==> config.mk <==
export PLATFORM = sky130hd
export DESIGN_NAME = msk_top
export DESIGN_NICKNAME = d
export VERILOG_FILES = /design/src/core/msk_pkg.sv /design/src/core/msk_sine_rom.sv /design/src/core/msk_top.sv
export VERILOG_INCLUDE_DIRS = /design/src /design/src/core
export SDC_FILE = /design/constraint.sdc
export NUM_CORES = 1
export LEC_CHECK = 0
export ABC_AREA = 1
export ABC_CLOCK_PERIOD_IN_PS = 6770
export BUFFER_PORTS_ARGS = -buffer_cell sky130_fd_sc_hd__clkbuf_2
export CORE_UTILIZATION = 40
export DETAILED_ROUTE_END_ITERATION = 10
export PLACE_DENSITY = 0.65
export RECOVER_POWER = 50
export SLEW_MARGIN = 20
export SYNTH_ARGS = -nofsm -noshare
export SYNTH_HDL_FRONTEND = slang
export SYNTH_SLANG_ARGS = --single-unit
export TNS_END_PERCENT = 50
==> constraint.sdc <==
create_clock -name aclk -period 6.77 [get_ports aclk]
set_clock_uncertainty 0.2 [all_clocks]
set_input_delay 1.0155 -clock aclk [delete_from_list [all_inputs] [get_ports aclk]]
set_output_delay 1.0155 -clock aclk [all_outputs]
set_load 0.02 [all_outputs]
==> src/core/msk_cfg.svh <==
// Constants for the modem frame detector: offsets, fields, reset values and timing.
// Function
// - Bit one gives 1200 Hz, zero 1800 Hz.
// - Transmit clock driven out; bit sampled on rise.
// - Receive bit updates on receive clock rise.
// - Digital loop recovers receive clock from transitions.
// - Match flag rises on pattern match, stays.
// - Check select high: shift clock shifts out.
// - Serial port sets modes and loads pattern.
// - Clocks divided from 3.6864 or 3.456 MHz crystal.
// - Tone present while smoothed level exceeds reference.
// - Bit rate 1200, one clock per bit.
// - Check select high: serial input shifts in.
// - Shifted word takes effect on strobe rise.
// - Select low loads mode, high loads pattern.
// - Clear input low forces match flag low.
`ifndef MSK_CFG_SVH
`define MSK_CFG_SVH
`define MSK_XTAL_HZ 3686400
`define MSK_XTAL_ALT_HZ 3456000
`define MSK_BIT_HZ 1200
`define MSK_TONE_ONE_HZ 1200
`define MSK_TONE_ZERO_HZ 1800
`define MSK_WORD_W 16
`define MSK_MODE_RST 16'h0004
`define MSK_STBY_LSB 0
`define MSK_TX_MUTE_BIT 3
`define MSK_RX_MUTE_BIT 4
`define MSK_REG_CTRL 8'h00
`define MSK_REG_STATUS 8'h04
`define MSK_REG_IRQ_STAT 8'h08
`define MSK_REG_IRQ_CLR 8'h0C
`define MSK_REG_IRQ_EN 8'h10
`define MSK_REG_PATTERN 8'h14
`define MSK_EV_MATCH 0
`define MSK_EV_TONE 1
`define MSK_EV_LOAD 2
`define MSK_EV_W 3
`define MSK_RESP_OKAY 2'h0
`define MSK_RESP_SLVERR 2'h2
`endif

==> src/core/msk_pkg.sv <==
// Types shared by the modem frame detector files.
`include "msk_cfg.svh"
package msk_pkg;
    typedef struct packed {
        logic xtal_prev;
        logic xtal_out;
        logic [11:0] tx_cnt;
        logic tx_bit;
        logic [31:0] tx_phase;
        logic [7:0] tone;
        logic [11:0] rx_cnt;
        logic demod_prev;
        logic rx_bit;
        logic [`MSK_WORD_W-1:0] rx_win;
        logic match;
        logic sck_prev;
        logic stb_prev;
        logic [`MSK_WORD_W-1:0] cfg_sr;
        logic chk_out;
        logic [`MSK_WORD_W-1:0] mode;
        logic [`MSK_WORD_W-1:0] pattern;
        logic [11:0] tone_acc;
        logic tone_det;
        logic ctrl_alt;
        logic [`MSK_EV_W-1:0] irq_stat;
        logic [`MSK_EV_W-1:0] irq_en;
        logic aw_got;
        logic [7:0] awaddr;
        logic w_got;
        logic [31:0] wdata;
        logic [3:0] wstrb;
        logic bvalid;
        logic [1:0] bresp;
        logic rvalid;
        logic [31:0] rdata;
        logic [1:0] rresp;
    } msk_state_type;
endpackage

==> src/core/msk_sine_rom.sv <==
// Sine lookup with registered read data.
`timescale 1ns/1ps
module msk_sine_rom
(
    input wire logic aclk,
    input wire logic [3:0] addr,
    output logic [7:0] data
);
    always_ff @(posedge aclk)
    begin
        unique case (addr)
            4'h0: data <= 8'h00;
            4'h1: data <= 8'h31;
            4'h2: data <= 8'h5A;
            4'h3: data <= 8'h75;
            4'h4: data <= 8'h7F;
            4'h5: data <= 8'h75;
            4'h6: data <= 8'h5A;
            4'h7: data <= 8'h31;
            4'h8: data <= 8'h00;
            4'h9: data <= 8'hCF;
            4'hA: data <= 8'hA6;
            4'hB: data <= 8'h8B;
            4'hC: data <= 8'h81;
            4'hD: data <= 8'h8B;
            4'hE: data <= 8'hA6;
            4'hF: data <= 8'hCF;
        endcase
    end
endmodule

==> src/core/msk_top.sv <==
// Digital core of the voice-band modem: tones, bit clock recovery, frame match, serial setup.
`timescale 1ns/1ps
`include "msk_cfg.svh"
module msk_top
#(
    parameter logic [11:0] DIV_MAIN = 12'(`MSK_XTAL_HZ / `MSK_BIT_HZ),
    parameter logic [11:0] DIV_ALT = 12'(`MSK_XTAL_ALT_HZ / `MSK_BIT_HZ)
)
(
    input wire logic aclk,
    input wire logic aresetn,
    input wire logic [7:0] s_axi_awaddr,
    input wire logic s_axi_awvalid,
    output logic s_axi_awready,
    input wire logic [31:0] s_axi_wdata,
    input wire logic [3:0] s_axi_wstrb,
    input wire logic s_axi_wvalid,
    output logic s_axi_wready,
    output logic [1:0] s_axi_bresp,
    output logic s_axi_bvalid,
    input wire logic s_axi_bready,
    input wire logic [7:0] s_axi_araddr,
    input wire logic s_axi_arvalid,
    output logic s_axi_arready,
    output logic [31:0] s_axi_rdata,
    output logic [1:0] s_axi_rresp,
    output logic s_axi_rvalid,
    input wire logic s_axi_rready,
    output logic irq,
    input wire logic xtal_in,
    output logic xtal_out,
    input wire logic tx_bit_in,
    output logic tx_bit_clock,
    output logic [7:0] tone_out,
    input wire logic rx_demod_bit,
    output logic rx_bit_out,
    output logic rx_bit_clock,
    output logic frame_match_flag,
    input wire logic match_flag_clear,
    input wire logic serial_in,
    input wire logic serial_shift_clock,
    input wire logic serial_load_strobe,
    input wire logic pattern_select,
    input wire logic pattern_check_select,
    output logic pattern_check_out,
    input wire logic [7:0] tone_sample,
    input wire logic [7:0] tone_ref
);
    import msk_pkg::*;

    localparam logic [31:0] INC_ONE_MAIN = 32'((64'(`MSK_TONE_ONE_HZ) << 32) / 64'(`MSK_XTAL_HZ));
    localparam logic [31:0] INC_ZERO_MAIN = 32'((64'(`MSK_TONE_ZERO_HZ) << 32) / 64'(`MSK_XTAL_HZ));
    localparam logic [31:0] INC_ONE_ALT = 32'((64'(`MSK_TONE_ONE_HZ) << 32) / 64'(`MSK_XTAL_ALT_HZ));
    localparam logic [31:0] INC_ZERO_ALT = 32'((64'(`MSK_TONE_ZERO_HZ) << 32) / 64'(`MSK_XTAL_ALT_HZ));

    msk_state_type s_q;
    msk_state_type s_d;
    logic tick;
    logic [11:0] div;
    logic [11:0] half;
    logic [31:0] inc;
    logic [2:0] stby;
    logic tx_on;
    logic rx_on;
    logic det_on;
    logic [7:0] rom_data;
    logic [`MSK_WORD_W-1:0] win_n;
    logic [7:0] mag;
    logic sck_rise;
    logic stb_rise;
    logic [`MSK_EV_W-1:0] ev;
    logic [`MSK_EV_W-1:0] clr;
    logic rd_go;

    // ----------------------------------------------------------------
    // Timing base and mode decode
    // ----------------------------------------------------------------
    assign tick = xtal_in && !s_q.xtal_prev;
    assign div = s_q.ctrl_alt ? DIV_ALT : DIV_MAIN;
    assign half = {1'b0, div[11:1]};
    assign stby = s_q.mode[`MSK_STBY_LSB+2:`MSK_STBY_LSB];
    assign tx_on = (stby == 3'h0);
    assign rx_on = (stby == 3'h0) || (stby == 3'h2) || (stby == 3'h3);
    assign det_on = (stby < 3'h4);
    assign inc = s_q.tx_bit ? (s_q.ctrl_alt ? INC_ONE_ALT : INC_ONE_MAIN) :
                 (s_q.ctrl_alt ? INC_ZERO_ALT : INC_ZERO_MAIN);
    assign win_n = {s_q.rx_win[`MSK_WORD_W-2:0], rx_demod_bit};
    assign mag = tone_sample[7] ? 8'(-tone_sample) : tone_sample;
    assign sck_rise = serial_shift_clock && !s_q.sck_prev;
    assign stb_rise = serial_load_strobe && !s_q.stb_prev;
    assign rd_go = s_axi_arvalid && !s_q.rvalid;

    msk_sine_rom u_rom
    (
        .aclk(aclk),
        .addr(s_q.tx_phase[31:28]),
        .data(rom_data)
    );

    // ----------------------------------------------------------------
    // Next state
    // ----------------------------------------------------------------
    always_comb
    begin
        s_d = s_q;
        ev = '0;
        clr = '0;
        s_d.xtal_prev = xtal_in;
        s_d.xtal_out = !xtal_in;
        s_d.sck_prev = serial_shift_clock;
        s_d.stb_prev = serial_load_strobe;
        s_d.tone = (tx_on && !s_q.mode[`MSK_TX_MUTE_BIT]) ? rom_data : 8'h00;
        if (tick)
        begin
            if (s_q.tx_cnt >= div - 12'h001)
            begin
                s_d.tx_cnt = 12'h000;
                s_d.tx_bit = tx_bit_in;
            end
            else
            begin
                s_d.tx_cnt = s_q.tx_cnt + 12'h001;
            end
            s_d.tx_phase = tx_on ? s_q.tx_phase + inc : 32'h00000000;
            if (det_on)
            begin
                s_d.tone_acc = s_q.tone_acc + {4'h0, mag} - {4'h0, s_q.tone_acc[11:4]};
            end
            s_d.demod_prev = rx_demod_bit;
            if (rx_on)
            begin
                if (rx_demod_bit != s_q.demod_prev)
                begin
                    s_d.rx_cnt = half;
                end
                else if (s_q.rx_cnt >= div - 12'h001)
                begin
                    s_d.rx_cnt = 12'h000;
                    s_d.rx_bit = rx_demod_bit;
                    s_d.rx_win = win_n;
                    if (win_n == s_q.pattern)
                    begin
                        s_d.match = 1'b1;
                    end
                end
                else
                begin
                    s_d.rx_cnt = s_q.rx_cnt + 12'h001;
                end
            end
        end
        s_d.tone_det = det_on && (s_q.tone_acc[11:4] > tone_ref);
        if (!match_flag_clear)
        begin
            s_d.match = 1'b0;
        end
        if (sck_rise)
        begin
            if (pattern_check_select)
            begin
                s_d.cfg_sr = {s_q.cfg_sr[`MSK_WORD_W-2:0], serial_in};
                s_d.chk_out = s_q.cfg_sr[`MSK_WORD_W-1];
            end
            else
            begin
                s_d.cfg_sr = pattern_select ? s_q.pattern : s_q.mode;
            end
        end
        if (stb_rise)
        begin
            ev[`MSK_EV_LOAD] = 1'b1;
            if (pattern_select)
            begin
                s_d.pattern = s_q.cfg_sr;
            end
            else
            begin
                s_d.mode = s_q.cfg_sr;
            end
        end
        ev[`MSK_EV_MATCH] = s_d.match && !s_q.match;
        ev[`MSK_EV_TONE] = s_d.tone_det && !s_q.tone_det;
        if (s_axi_awvalid && s_axi_awready)
        begin
            s_d.aw_got = 1'b1;
            s_d.awaddr = s_axi_awaddr;
        end
        if (s_axi_wvalid && s_axi_wready)
        begin
            s_d.w_got = 1'b1;
            s_d.wdata = s_axi_wdata;
            s_d.wstrb = s_axi_wstrb;
        end
        if (s_q.aw_got && s_q.w_got)
        begin
            s_d.aw_got = 1'b0;
            s_d.w_got = 1'b0;
            s_d.bvalid = 1'b1;
            s_d.bresp = `MSK_RESP_OKAY;
            unique case (s_q.awaddr)
                `MSK_REG_CTRL:
                begin
                    if (s_q.wstrb[0])
                    begin
                        s_d.ctrl_alt = s_q.wdata[0];
                    end
                end
                `MSK_REG_IRQ_CLR:
                begin
                    if (s_q.wstrb[0])
                    begin
                        clr = s_q.wdata[`MSK_EV_W-1:0];
                    end
                end
                `MSK_REG_IRQ_EN:
                begin
                    if (s_q.wstrb[0])
                    begin
                        s_d.irq_en = s_q.wdata[`MSK_EV_W-1:0];
                    end
                end
                `MSK_REG_STATUS, `MSK_REG_IRQ_STAT, `MSK_REG_PATTERN:
                begin
                    s_d.bresp = `MSK_RESP_OKAY;
                end
                default:
                begin
                    s_d.bresp = `MSK_RESP_SLVERR;
                end
            endcase
        end
        if (s_q.bvalid && s_axi_bready)
        begin
            s_d.bvalid = 1'b0;
        end
        s_d.irq_stat = (s_q.irq_stat & ~clr) | ev;
        if (s_q.rvalid && s_axi_rready)
        begin
            s_d.rvalid = 1'b0;
        end
        if (rd_go)
        begin
            s_d.rvalid = 1'b1;
            s_d.rresp = `MSK_RESP_OKAY;
            s_d.rdata = 32'h00000000;
            unique case (s_axi_araddr)
                `MSK_REG_CTRL: s_d.rdata = {31'h0, s_q.ctrl_alt};
                `MSK_REG_STATUS: s_d.rdata = {s_q.mode, 13'h0, s_q.rx_bit, s_q.tone_det, s_q.match};
                `MSK_REG_IRQ_STAT: s_d.rdata = {29'h0, s_q.irq_stat};
                `MSK_REG_IRQ_CLR: s_d.rdata = 32'h00000000;
                `MSK_REG_IRQ_EN: s_d.rdata = {29'h0, s_q.irq_en};
                `MSK_REG_PATTERN: s_d.rdata = {16'h0, s_q.pattern};
                default: s_d.rresp = `MSK_RESP_SLVERR;
            endcase
        end
        if (!aresetn)
        begin
            s_d = '0;
            s_d.mode = `MSK_MODE_RST;
        end
    end

    always_ff @(posedge aclk)
    begin
        s_q <= s_d;
    end

    // ----------------------------------------------------------------
    // Outputs
    // ----------------------------------------------------------------
    assign s_axi_awready = !s_q.aw_got && !s_q.bvalid;
    assign s_axi_wready = !s_q.w_got && !s_q.bvalid;
    assign s_axi_bvalid = s_q.bvalid;
    assign s_axi_bresp = s_q.bresp;
    assign s_axi_arready = !s_q.rvalid;
    assign s_axi_rvalid = s_q.rvalid;
    assign s_axi_rdata = s_q.rdata;
    assign s_axi_rresp = s_q.rresp;
    assign irq = |(s_q.irq_stat & s_q.irq_en);
    assign xtal_out = s_q.xtal_out;
    assign tx_bit_clock = (s_q.tx_cnt < half);
    assign tone_out = s_q.tone;
    assign rx_bit_out = s_q.rx_bit;
    assign rx_bit_clock = (s_q.rx_cnt < half);
    assign frame_match_flag = s_q.match;
    assign pattern_check_out = s_q.chk_out;
endmodule

==> results by group, run 1 <==
Worst hold path
  • Hold Crit Depth: 2
  • Min-Delay Endpoint: tone_out[7]$_SDFF_PN0_
  • Hold path start: u_rom.data[7]$_SDFF_PN0_
  • Hold WC Path Type: flop to flop

Global routing
  • Pin count of the biggest net entering global routing: 66
  • GRT Total Usage: 0.1935
  • GRT overflow: 0
  • Vias in the first global route: roughly 10000
  • First-pass GRT wire length: 49.56 mm
  • Initial antenna violation count: 0

Timing
  • Min Tclk post-route: 4.275 ns
  • Final worst slack: 2.495 ns
  • Setup_tns: 0 ns
  • Final worst path period share: 0.6315
  • Hold Vio Cnt, Final: 0
  • Final setup viols: 0
  • Worst hold slack: 0.2078 ns
  • Slew Limit Fails: 101
  • Rel. slew slack: -0.6495
  • RSZ-0062 raised after global routing: no
  • Tightest Pin Transition: 2.474 ns
  • Fmax: 233.9 MHz

Critical path
  • R2R Setup Slk: roughly 3.2 ns
  • Worst R2R Start: s_q[226]$_SDFFE_PN0P_
  • Crit Reg-Reg Endpoint: s_q[224]$_SDFFE_PN0P_
  • Crit end category: output port
  • Startpoint types: flop
  • R2R cell count: 13
  • CP arrival: 3.06 ns
  • Maximum fanout along the worst path: 15
  • WS Path Type: flop to output port
  • Critical path required time: 5.55 ns

Finish
  • Antenna cells: 0
  • Fin area: 13260 µm²
  • Fill cells: about 3100
  • Post-Layout Cell Count: 2186
  • Share of cells above drive strength 1: 0.06682
  • Area delta synth->final: 10.34%
  • Final #Nets: 1931
  • Multi-input logic area: 6356 µm²
  • Register area: approximately 4300 µm²

Yosys
  • YS warnings: 0
  • Yosys top cell area share: 0.3550
  • EDFF count, synth: 0
  • Commonest cells post-synth: nand2_1, inv_1, dfxtp_1, nor2_1, a21oi_1
  • Synthesized area per cell: 6.896 µm²
  • Mapped Cells: 1742
  • Register area share after synthesis: 0.3550
  • Top FF cell, synth: dfxtp_1
  • Synth area leaders: dfxtp_1, nand2_1, inv_1, a21oi_1, ha_1
  • Mapped Area: 12010 µm²
  • Yosys top cell by area: dfxtp_1
  • Seq cells post-synth: 213
  • Most numerous cell in the Yosys netlist: nand2_1
  • Netlist cell types: 50
  • Post-synthesis async set-or-reset flop share: 0

Placed design
  • Input/output buffers: between 100 and 150
  • Post-DP HPWL: 21.39 mm
  • Area after DPL: 12520 µm²
  • Cells after DPL: approximately 2100
  • GPL Wtd Cong: roughly 0.9
  • Post-Place Setup Slack: 2.792 ns

Job
  • Number of max-cap violations: 2

Clocking
  • Clk_lat worst skew: between 0.5 and 0.6 ns
  • CTS sink count: approximately 210
  • CTS tree: built
  • Clk pin slew, worst setup/hold paths: 0.06 ns
  • # resized after CTS: 0
  • Htree depth: 1
  • CTS root buf: clkbuf_16
  • Hold Buf Count CTS: 0
  • Clock Path Buffers: 3
  • Setup repair bufs after CTS: 0
  • CTS Buf Count: 24

Power and ir drop
  • VDD IR max: 0.1384 mV
  • Pwr per Cell Area: 230.4 nW/µm²
  • Leak: 5.857 nW

Drt
  • Drt first pass iters: 8
  • DR vias/cell: 5.026
  • Routed wire per std cell: roughly 14 µm
  • Detail Route Antenna Nets: 0
  • DRC viols: 2
  • Final WL: 29.98 mm
  • Vias after detailed routing: 10990
  • Iter 0 DRT Violations: between 600 and 700

Outcome
  • Status: complete, but fails checks
  • Violated checks: design-rule violations, max-capacitance violations, max-slew violations

Floorplanning
  • Die width: approximately 180 µm
  • Row Count: 63
  • Starting Density: 0.4064
  • Core ar.: 29560 µm²
  • Die Y: 175.3 µm
  • I/O pins: 140
  • DIE AREA: 30730 µm²
[state kept, by name, summed over array words and instances (netlist names)]
name / cells
tone_out: 8
s_axi_bvalid: 1
xtal_out: 1
s_axi_rvalid: 1
s_axi_bresp: 1
pattern_check_out: 1
frame_match_flag: 1
s_q: 158
s_axi_rresp: 1
u_rom.data: 8
s_axi_rdata: 32
[report_power, final]
group / total [mW] / internal (mW) / leakage [nW] / switching [mW]
Clock: 1.33 / 0.793 / 0.382 / 0.536
Sequential: 1.34 / 1.30 / 1.74 / 0.0393
Combinational: 0.383 / 0.132 / 3.74 / 0.251
[logic make-up after synthesis]
group / share of synthesized area
buf+inv: 0.1175
other cells: 0.0003122
fa+ha+maj: 0.07645
flops: 0.3550
compound gates: 0.1715
xor+xnor: 0.02916
simple gates: 0.2501
[per-layer routing]
metal,global-route usage,up-vias,wire [µm]
li1,-,5699,-
met3,0.02403,47,1408
met4,0.05435,0,636
met2,0.3234,245,13630
met1,0.2612,4996,14310
met5,0,-,0
[cell type report]
class                           instances  share of cell area
Timing Repair Buffer                  109             0.03729
Multi-Input combinational cell       1202              0.4795
Clock buffer                           35             0.04993
Sequential cell                       213              0.3217
Inverter                              229             0.06504
Tap cell                              390             0.03681
Clock inverter                          8            0.009723
[worst max-delay path, cell delays in order (launching register included)]
cell and delay, ns:
dfxtp_1 0.79, inv_1 0.40, ha_1 0.42, a21oi_1 0.16, nor2_1 0.05, o21ai_0 0.13, nand2_1 0.07, a21oi_1 0.27
clkbuf_2 0.23
[metrics by stage]
stage | power [mW] | utilization
after CTS | 3.087 | 0.4503
after global routing | 3.190 | 0.4484
after floorplan | 1.662 | -
final | 3.054 | 0.4484
after global placement | 1.746 | 0.4234
after detailed placement | 1.753 | 0.4236
[cell usage in the layout (no fill, tap or decap), types with 9 or more instances in the layout]
master / Yosys / final
nand2_1: 381 / 381
inv_1: 223 / 223
dfxtp_1: 213 / 213
nor2_1: 179 / 177
a21oi_1: 154 / 154
o21ai_0: 138 / 138
nand3_1: 85 / 84
ha_1: 59 / 59
clkbuf_1: 45 / 58
clkbuf_2: 0 / 56
nor3_1: 26 / 26
xor2_1: 25 / 25
clkbuf_16: 0 / 24
a31oi_1: 20 / 20
nand4_1: 18 / 18
o211ai_1: 17 / 17
xnor2_1: 15 / 15
fa_1: 9 / 9
[how the worst max path moves through the flow]
stage	from	slack, ns	to
6_report	s_q[90]$_SDFFE_PN0P_	2.49	tx_bit_clock
3_3_place_gp	tone_sample[2]	2.81	s_q[103]$_SDFFE_PN0P_
3_5_place_dp	tone_sample[2]	2.79	s_q[103]$_SDFFE_PN0P_
2_1_floorplan	tone_sample[2]	3.21	s_q[101]$_SDFFE_PN0P_
4_1_cts	s_q[90]$_SDFFE_PN0P_	2.41	tx_bit_clock
5_1_grt	s_q[90]$_SDFFE_PN0P_	2.24	tx_bit_clock
(Power assumes the default switching activity.)
==> run 2, diff against run 1 <==
Settings changed: ABC_CLOCK_PERIOD_IN_PS 6770 to 4190.
Clock period 6.77 ns to 4.19 ns, I/O delays scaled along.
==> run 2 against run 1 <==
The flow finishes with violations (max-capacitance violations, max-slew violations). Utilization grew 0.51 points. Clock power grew 76%. Sequential power up 62%. Combinational power up 61%. Final area up 1.1%. Clock-buffer cell count decreased by 4. Flip-flop and latch count did not move. Largest cell class unchanged. First-iteration DRC count decreased by 0.81%. Wire length is 0.39% lower. Register-to-register slack got worse by 2.1 ns. Total power grew 68%.
==> results by group, run 2 (synthesis gave the netlist of run 1 again) <==
Outcome
  • Status: complete, but fails checks
  • Violated checks: max-capacitance violations, max-slew violations

Global routing
  • First-pass GRT wire length: 48.91 mm
  • GRT Total Usage: 0.1903
  • GRT overflow: 0
  • Pin count of the biggest net entering global routing: between 80 and 90
  • Initial antenna violation count: 0
  • Vias in the first global route: 10140

Finish
  • Most common cell after layout, fill and taps aside: nand2_1
  • Antenna cells: 0
  • Fin area: 13410 µm²
  • Fill cells: 3092
  • Post-Layout Cell Count: approximately 2200
  • Share of cells above drive strength 1: 0.07650
  • Multi-input logic area: 6351 µm²
  • Final core occ: 0.4535
  • Largest Register: s_q
  • Final #Nets: 1939
  • Max reg flops: 158
  • Most frequent cells in the layout: nand2_1, inv_1, dfxtp_1
  • Area delta synth->final: 11.59%
  • Register area: roughly 4300 µm²

Floorplanning
  • Die width: 175.3 µm
  • I/O pins: 140
  • DIE AREA: 30730 µm²
  • Core ar.: 29560 µm²
  • Die Y: between 150 and 200 µm
  • Row Count: 63
  • Starting Density: 0.4064

Power and ir drop
  • Psw: 1.360 mW
  • Sequential power share: 0.423
  • Combinational fraction of design power: 0.120
  • Pwr per Cell Area: about 380 nW/µm²
  • Clk pwr share: 0.457
  • Total power: 5.128 mW
  • Sw Share: 0.2652
  • Leak: 5.953 nW
  • Int Pwr: 3.768 mW
  • VDD IR max: between 0.3 and 0.4 mV

Critical path
  • Critical-path cell list: inv_1 -> ha_1 -> a21oi_1 -> nor2_1 -> o21ai_0 -> nand2_1 -> a21oi_1 -> clkbuf_2
  • Critical path required time: 3.36 ns
  • Startpoint types: flop
  • Crit path top cell by count: a21oi_1
  • Maximum fanout along the worst path: 7
  • Crit end category: output port
  • Slowest stage delay, CP: about 0.51 ns
  • WS Path Type: flop to output port
  • CP arrival: 2.73 ns
  • CP max-delay cell: dfxtp_1
  • R2R Setup Slk: 1.14 ns

Clocking
  • Clock Path Buffers: 3
  • Clk pin slew, worst setup/hold paths: 0.06 ns
  • Htree depth: 1
  • CTS root buf: clkbuf_16
  • CTS tree: built
  • Hold Buf Count CTS: 0
  • CTS Buf Count: 25
  • Setup repair bufs after CTS: 0
  • Clk_lat worst skew: 0.53 ns
  • CTS sink count: 213
  • # resized after CTS: 0

Timing
  • Min Tclk post-route: around 3.6 ns
  • Fmax: between 200 and 300 MHz
  • Final setup viols: 0
  • Rel. slew slack: -0.2325
  • Worst hold slack: 0.08899 ns
  • Final worst slack: 0.6315 ns
  • RSZ-0062 raised after global routing: no
  • Hold Vio Cnt, Final: 0
  • Tightest Pin Transition: 1.849 ns
  • Setup_tns: 0 ns
  • Final worst path period share: 0.8493
  • Slew Limit Fails: 45

Placed design
  • GPL Wtd Cong: 0.8996
  • Area after DPL: between 10000 and 15000 µm²
  • Input/output buffers: 105
  • Post-Place Setup Slack: 0.6388 ns
  • Cells after DPL: 2150
  • Post-DP HPWL: 21.44 mm

Drt
  • Detail Route Antenna Nets: 0
  • Drt first pass iters: 7
  • Final WL: 29.87 mm
  • Highest routed metal layer: met4
  • Vias after detailed routing: 11020
  • Met2 WL: 13.49 mm
  • Routed wire per std cell: around 14 µm
  • DRC viols: 0
  • Wl on met1: around 14 mm
  • DR vias/cell: 5.024
  • Iter 0 DRT Violations: 616
  • Met3 WL: approximately 1.5 mm

Worst hold path
  • Hold WC Path Type: input pin to flop

Job
  • Number of max-cap violations: 1
==> run 2: changes by cell type in the layout (fill, tap and decap cells not counted), moves of 2 or more <==
cell / previous run / this run
clkinv_2: 3 / 5
clkbuf_2: 56 / 59
clkbuf_1: 58 / 48
buf_4: 4 / 9
clkbuf_8: 2 / 6
==> run 2: cell type report <==
class                      instances  share of cell area
multi-input combinational       1202              0.4738
sequential                       213              0.3181
inverter                         229             0.06431
clock buffer                      31             0.05283
timing repair buffer             116             0.04051
tap                              390             0.03640
clock inverter                    13             0.01409
==> run 2: power groups by stage <==
stage	Combinational (mW)	Sequential, mW	Clock, mW
2_1_floorplan	0.491	2.19	0
3_3_place_gp	0.612	2.21	0
3_5_place_dp	0.621	2.21	0
4_1_cts	0.624	2.17	2.40
5_1_grt	0.701	2.18	2.48
6_report	0.617	2.17	2.34
==> run 2: per-layer routing <==
layer,up-vias,track usage
li1,5712,-
met1,5005,0.2572
met2,243,0.3158
met3,62,0.02446
met4,0,0.05652
met5,-,0
==> run 2: final timing paths <==
path,from,endpoint,cells after the start
max,s_q[90]$_SDFFE_PN0P_,tx_bit_clock,8
min,s_axi_bready,s_axi_bvalid$_SDFFE_PP0P_,2
max reg2reg,s_q[90]$_SDFFE_PN0P_,s_q[225]$_SDFFE_PN0P_,11
min reg2reg,u_rom.data[0]$_DFF_P_,tone_out[0]$_SDFF_PN0_,2
==> run 2: worst max-delay path, delay by kind of cell, from the launching register on <==
| kind | cells | cell delay, ns |
|---|---|---|
| AO/OA/AOI/OAI | 3 | 0.62 |
| buffers and inverters | 2 | 0.54 |
| flip-flops | 1 | 0.51 |
| adder cells (fa/ha/maj) | 1 | 0.40 |
| AND/OR/NAND/NOR | 2 | 0.12 |
==> run 3, diff against run 2 <==
Settings changed: ABC_CLOCK_PERIOD_IN_PS 4190 to 3500.
Clock period 4.19 ns to 3.5 ns, I/O delays scaled along.
==> run 3 against run 2 <==
The flow finishes with violations (design-rule violations, max-capacitance violations, max-slew violations). Critical path depth unchanged. Setup slack got worse by 0.30 ns. Worst hold slack got worse by 0.051 ns. Final area increased by 0.39%. First-iteration DRC count increased by 24%. Total power increased by 18%. Largest cell class unchanged.
==> results by group, run 3 (synthesis gave the netlist of run 1 again) <==
Outcome
  • Status: complete, but fails checks
  • Violated checks: design-rule violations, max-capacitance violations, max-slew violations

Clocking
  • Htree depth: 1
  • CTS tree: built
  • CTS Buf Count: 25
  • CTS root buf: clkbuf_16
  • Setup repair bufs after CTS: 0
  • Clock Path Buffers: 3
  • Clk_lat worst skew: 0.55 ns
  • Clk pin slew, worst setup/hold paths: 0.06 ns
  • CTS sink count: 213

Critical path
  • Slowest stage delay, CP: 0.34 ns
  • Crit end category: output port
  • WS Path Type: flop to output port
  • Startpoint types: flop
  • Critical path required time: approximately 2.8 ns
  • Critical-path cell list: inv_1 -> ha_1 -> a21oi_1 -> nor2_1 -> o21ai_0 -> nand2_1 -> a21oi_1 -> clkbuf_2
  • CP max-delay cell: dfxtp_1
  • R2R Setup Slk: 0.77 ns
  • Maximum fanout along the worst path: 7
  • CP arrival: 2.45 ns
  • Crit path top cell by count: a21oi_1

Drt
  • DRC viols: 2
  • Final WL: 29.95 mm
  • DR vias/cell: 4.995
  • Iter 0 DRT Violations: approximately 760
  • Detail Route Antenna Nets: 0
  • Routed wire per std cell: 13.56 µm
  • Drt first pass iters: 9
  • Vias after detailed routing: 11040

Timing
  • Hold Vio Cnt, Final: 0
  • Rel. slew slack: -0.02670
  • RSZ-0062 raised after global routing: no
  • Final setup viols: 0
  • Fmax: 315.2 MHz
  • Slew Limit Fails: 91
  • Setup_tns: 0 ns
  • Min Tclk post-route: 3.173 ns
  • Final worst path period share: 0.9064
  • Tightest Pin Transition: 1.540 ns

Global routing
  • Vias in the first global route: 10150
  • GRT overflow: 0
  • Initial antenna violation count: 0
  • GRT Total Usage: 0.1941
  • Pin count of the biggest net entering global routing: between 90 and 100
  • First-pass GRT wire length: 49.67 mm

Placed design
  • Input/output buffers: between 100 and 150
  • Area after DPL: 12640 µm²
  • GPL Wtd Cong: 0.9254
  • Post-DP HPWL: 21.56 mm

Power and ir drop
  • VDD IR max: 0.3330 mV
  • Pwr per Cell Area: 447.8 nW/µm²
  • Psw: 1.627 mW
  • Int Pwr: 4.399 mW
  • Clk pwr share: 0.445
  • Total power: 6.026 mW
  • Leak: 5.991 nW
  • Sequential power share: 0.431
  • Sw Share: 0.2700
  • Combinational fraction of design power: 0.124

Finish
  • Largest Register: s_q
  • Max reg flops: 158
  • Area delta synth->final: 12.03%
  • Final #Nets: ~2000
  • Most common cell after layout, fill and taps aside: nand2_1
  • Antenna cells: 0
  • Fin area: 13460 µm²
  • Share of cells above drive strength 1: 0.07806
  • Most frequent cells in the layout: nand2_1, inv_1, dfxtp_1
  • Fill cells: 3030

Floorplanning
  • Die Y: roughly 180 µm
  • DIE AREA: roughly 31000 µm²
  • I/O pins: 140
  • Starting Density: 0.4064
  • Core ar.: 29560 µm²
  • Die width: 175.3 µm
  • Row Count: between 60 and 70

Worst hold path
  • Hold WC Path Type: input pin to flop

Job
  • Number of max-cap violations: 1
## run 3: per-layer routing
layer  vias up  wire [µm]  global-route usage  part of all wire
li1       5743          -                   -                 -
met1      5043      14470              0.2676              0.48
met2       202      13580              0.3160              0.45
met3        47       1233             0.02727             0.041
met4         0        664             0.05290             0.022
met5         -          0                   0                 0
## run 3: final cells by class
class / count / area, µm² / share of cell area
clock inverters: 10 / 148.9 / 0.01106
clock buffers: 36 / 696.9 / 0.05179
inverters: 229 / 862.1 / 0.06406
repair buffers: 129 / 654.4 / 0.04862
multi-input cells: 1202 / 6344 / 0.4714
flip-flops and latches: 213 / 4264 / 0.3168
well taps: 390 / 488.0 / 0.03626
## run 3: metrics by stage
stage               worst slack, ns  hold slack [ns]  utilization  instances
global placement            0.03563           0.2005       0.4276       2158
global route                 0.1037          0.05206       0.4553       2209
CTS                          0.2708          0.02280       0.4579       2209
detailed placement          0.07408           0.2002       0.4276       2158
finish                       0.3275          0.03775       0.4553       2209
floorplan                    0.4330           0.1936            -       1743
## run 3: power groups by stage
stage | sequential (mW) | clock, mW | combinational [mW]
2_1_floorplan | 2.63 | 0 | 0.587
3_3_place_gp | 2.65 | 0 | 0.739
3_5_place_dp | 2.65 | 0 | 0.749
4_1_cts | 2.59 | 2.74 | 0.759
5_1_grt | 2.61 | 2.85 | 0.857
6_report | 2.60 | 2.68 | 0.749
## run 3: final timing paths
path                                            start                endpoint  depth (start not counted)
worst max register to register   s_q[90]$_SDFFE_PN0P_   s_q[206]$_SDFFE_PN0P_                         12
worst max-delay path             s_q[90]$_SDFFE_PN0P_            tx_bit_clock                          8
worst min-delay path                  s_axi_awaddr[1]    s_q[76]$_SDFFE_PN0P_                          3
worst min register to register  u_rom.data[1]$_DFF_P_  tone_out[1]$_SDFF_PN0_                          2
## run 3: worst max-delay path, delay by kind of cell (launching register included)
kind	cells	cell delay, ns
AOI/OAI and AO/OA	3	0.58
DFF	1	0.34
buffers and inverters	2	0.53
adders and majority gates	1	0.34
and+or+nand+nor	2	0.12
## run 3: what timing repair did
action	in CTS	in global routing
hold buffers	5	0
endpoints found under the hold margin	5	0
resized for setup	0	0
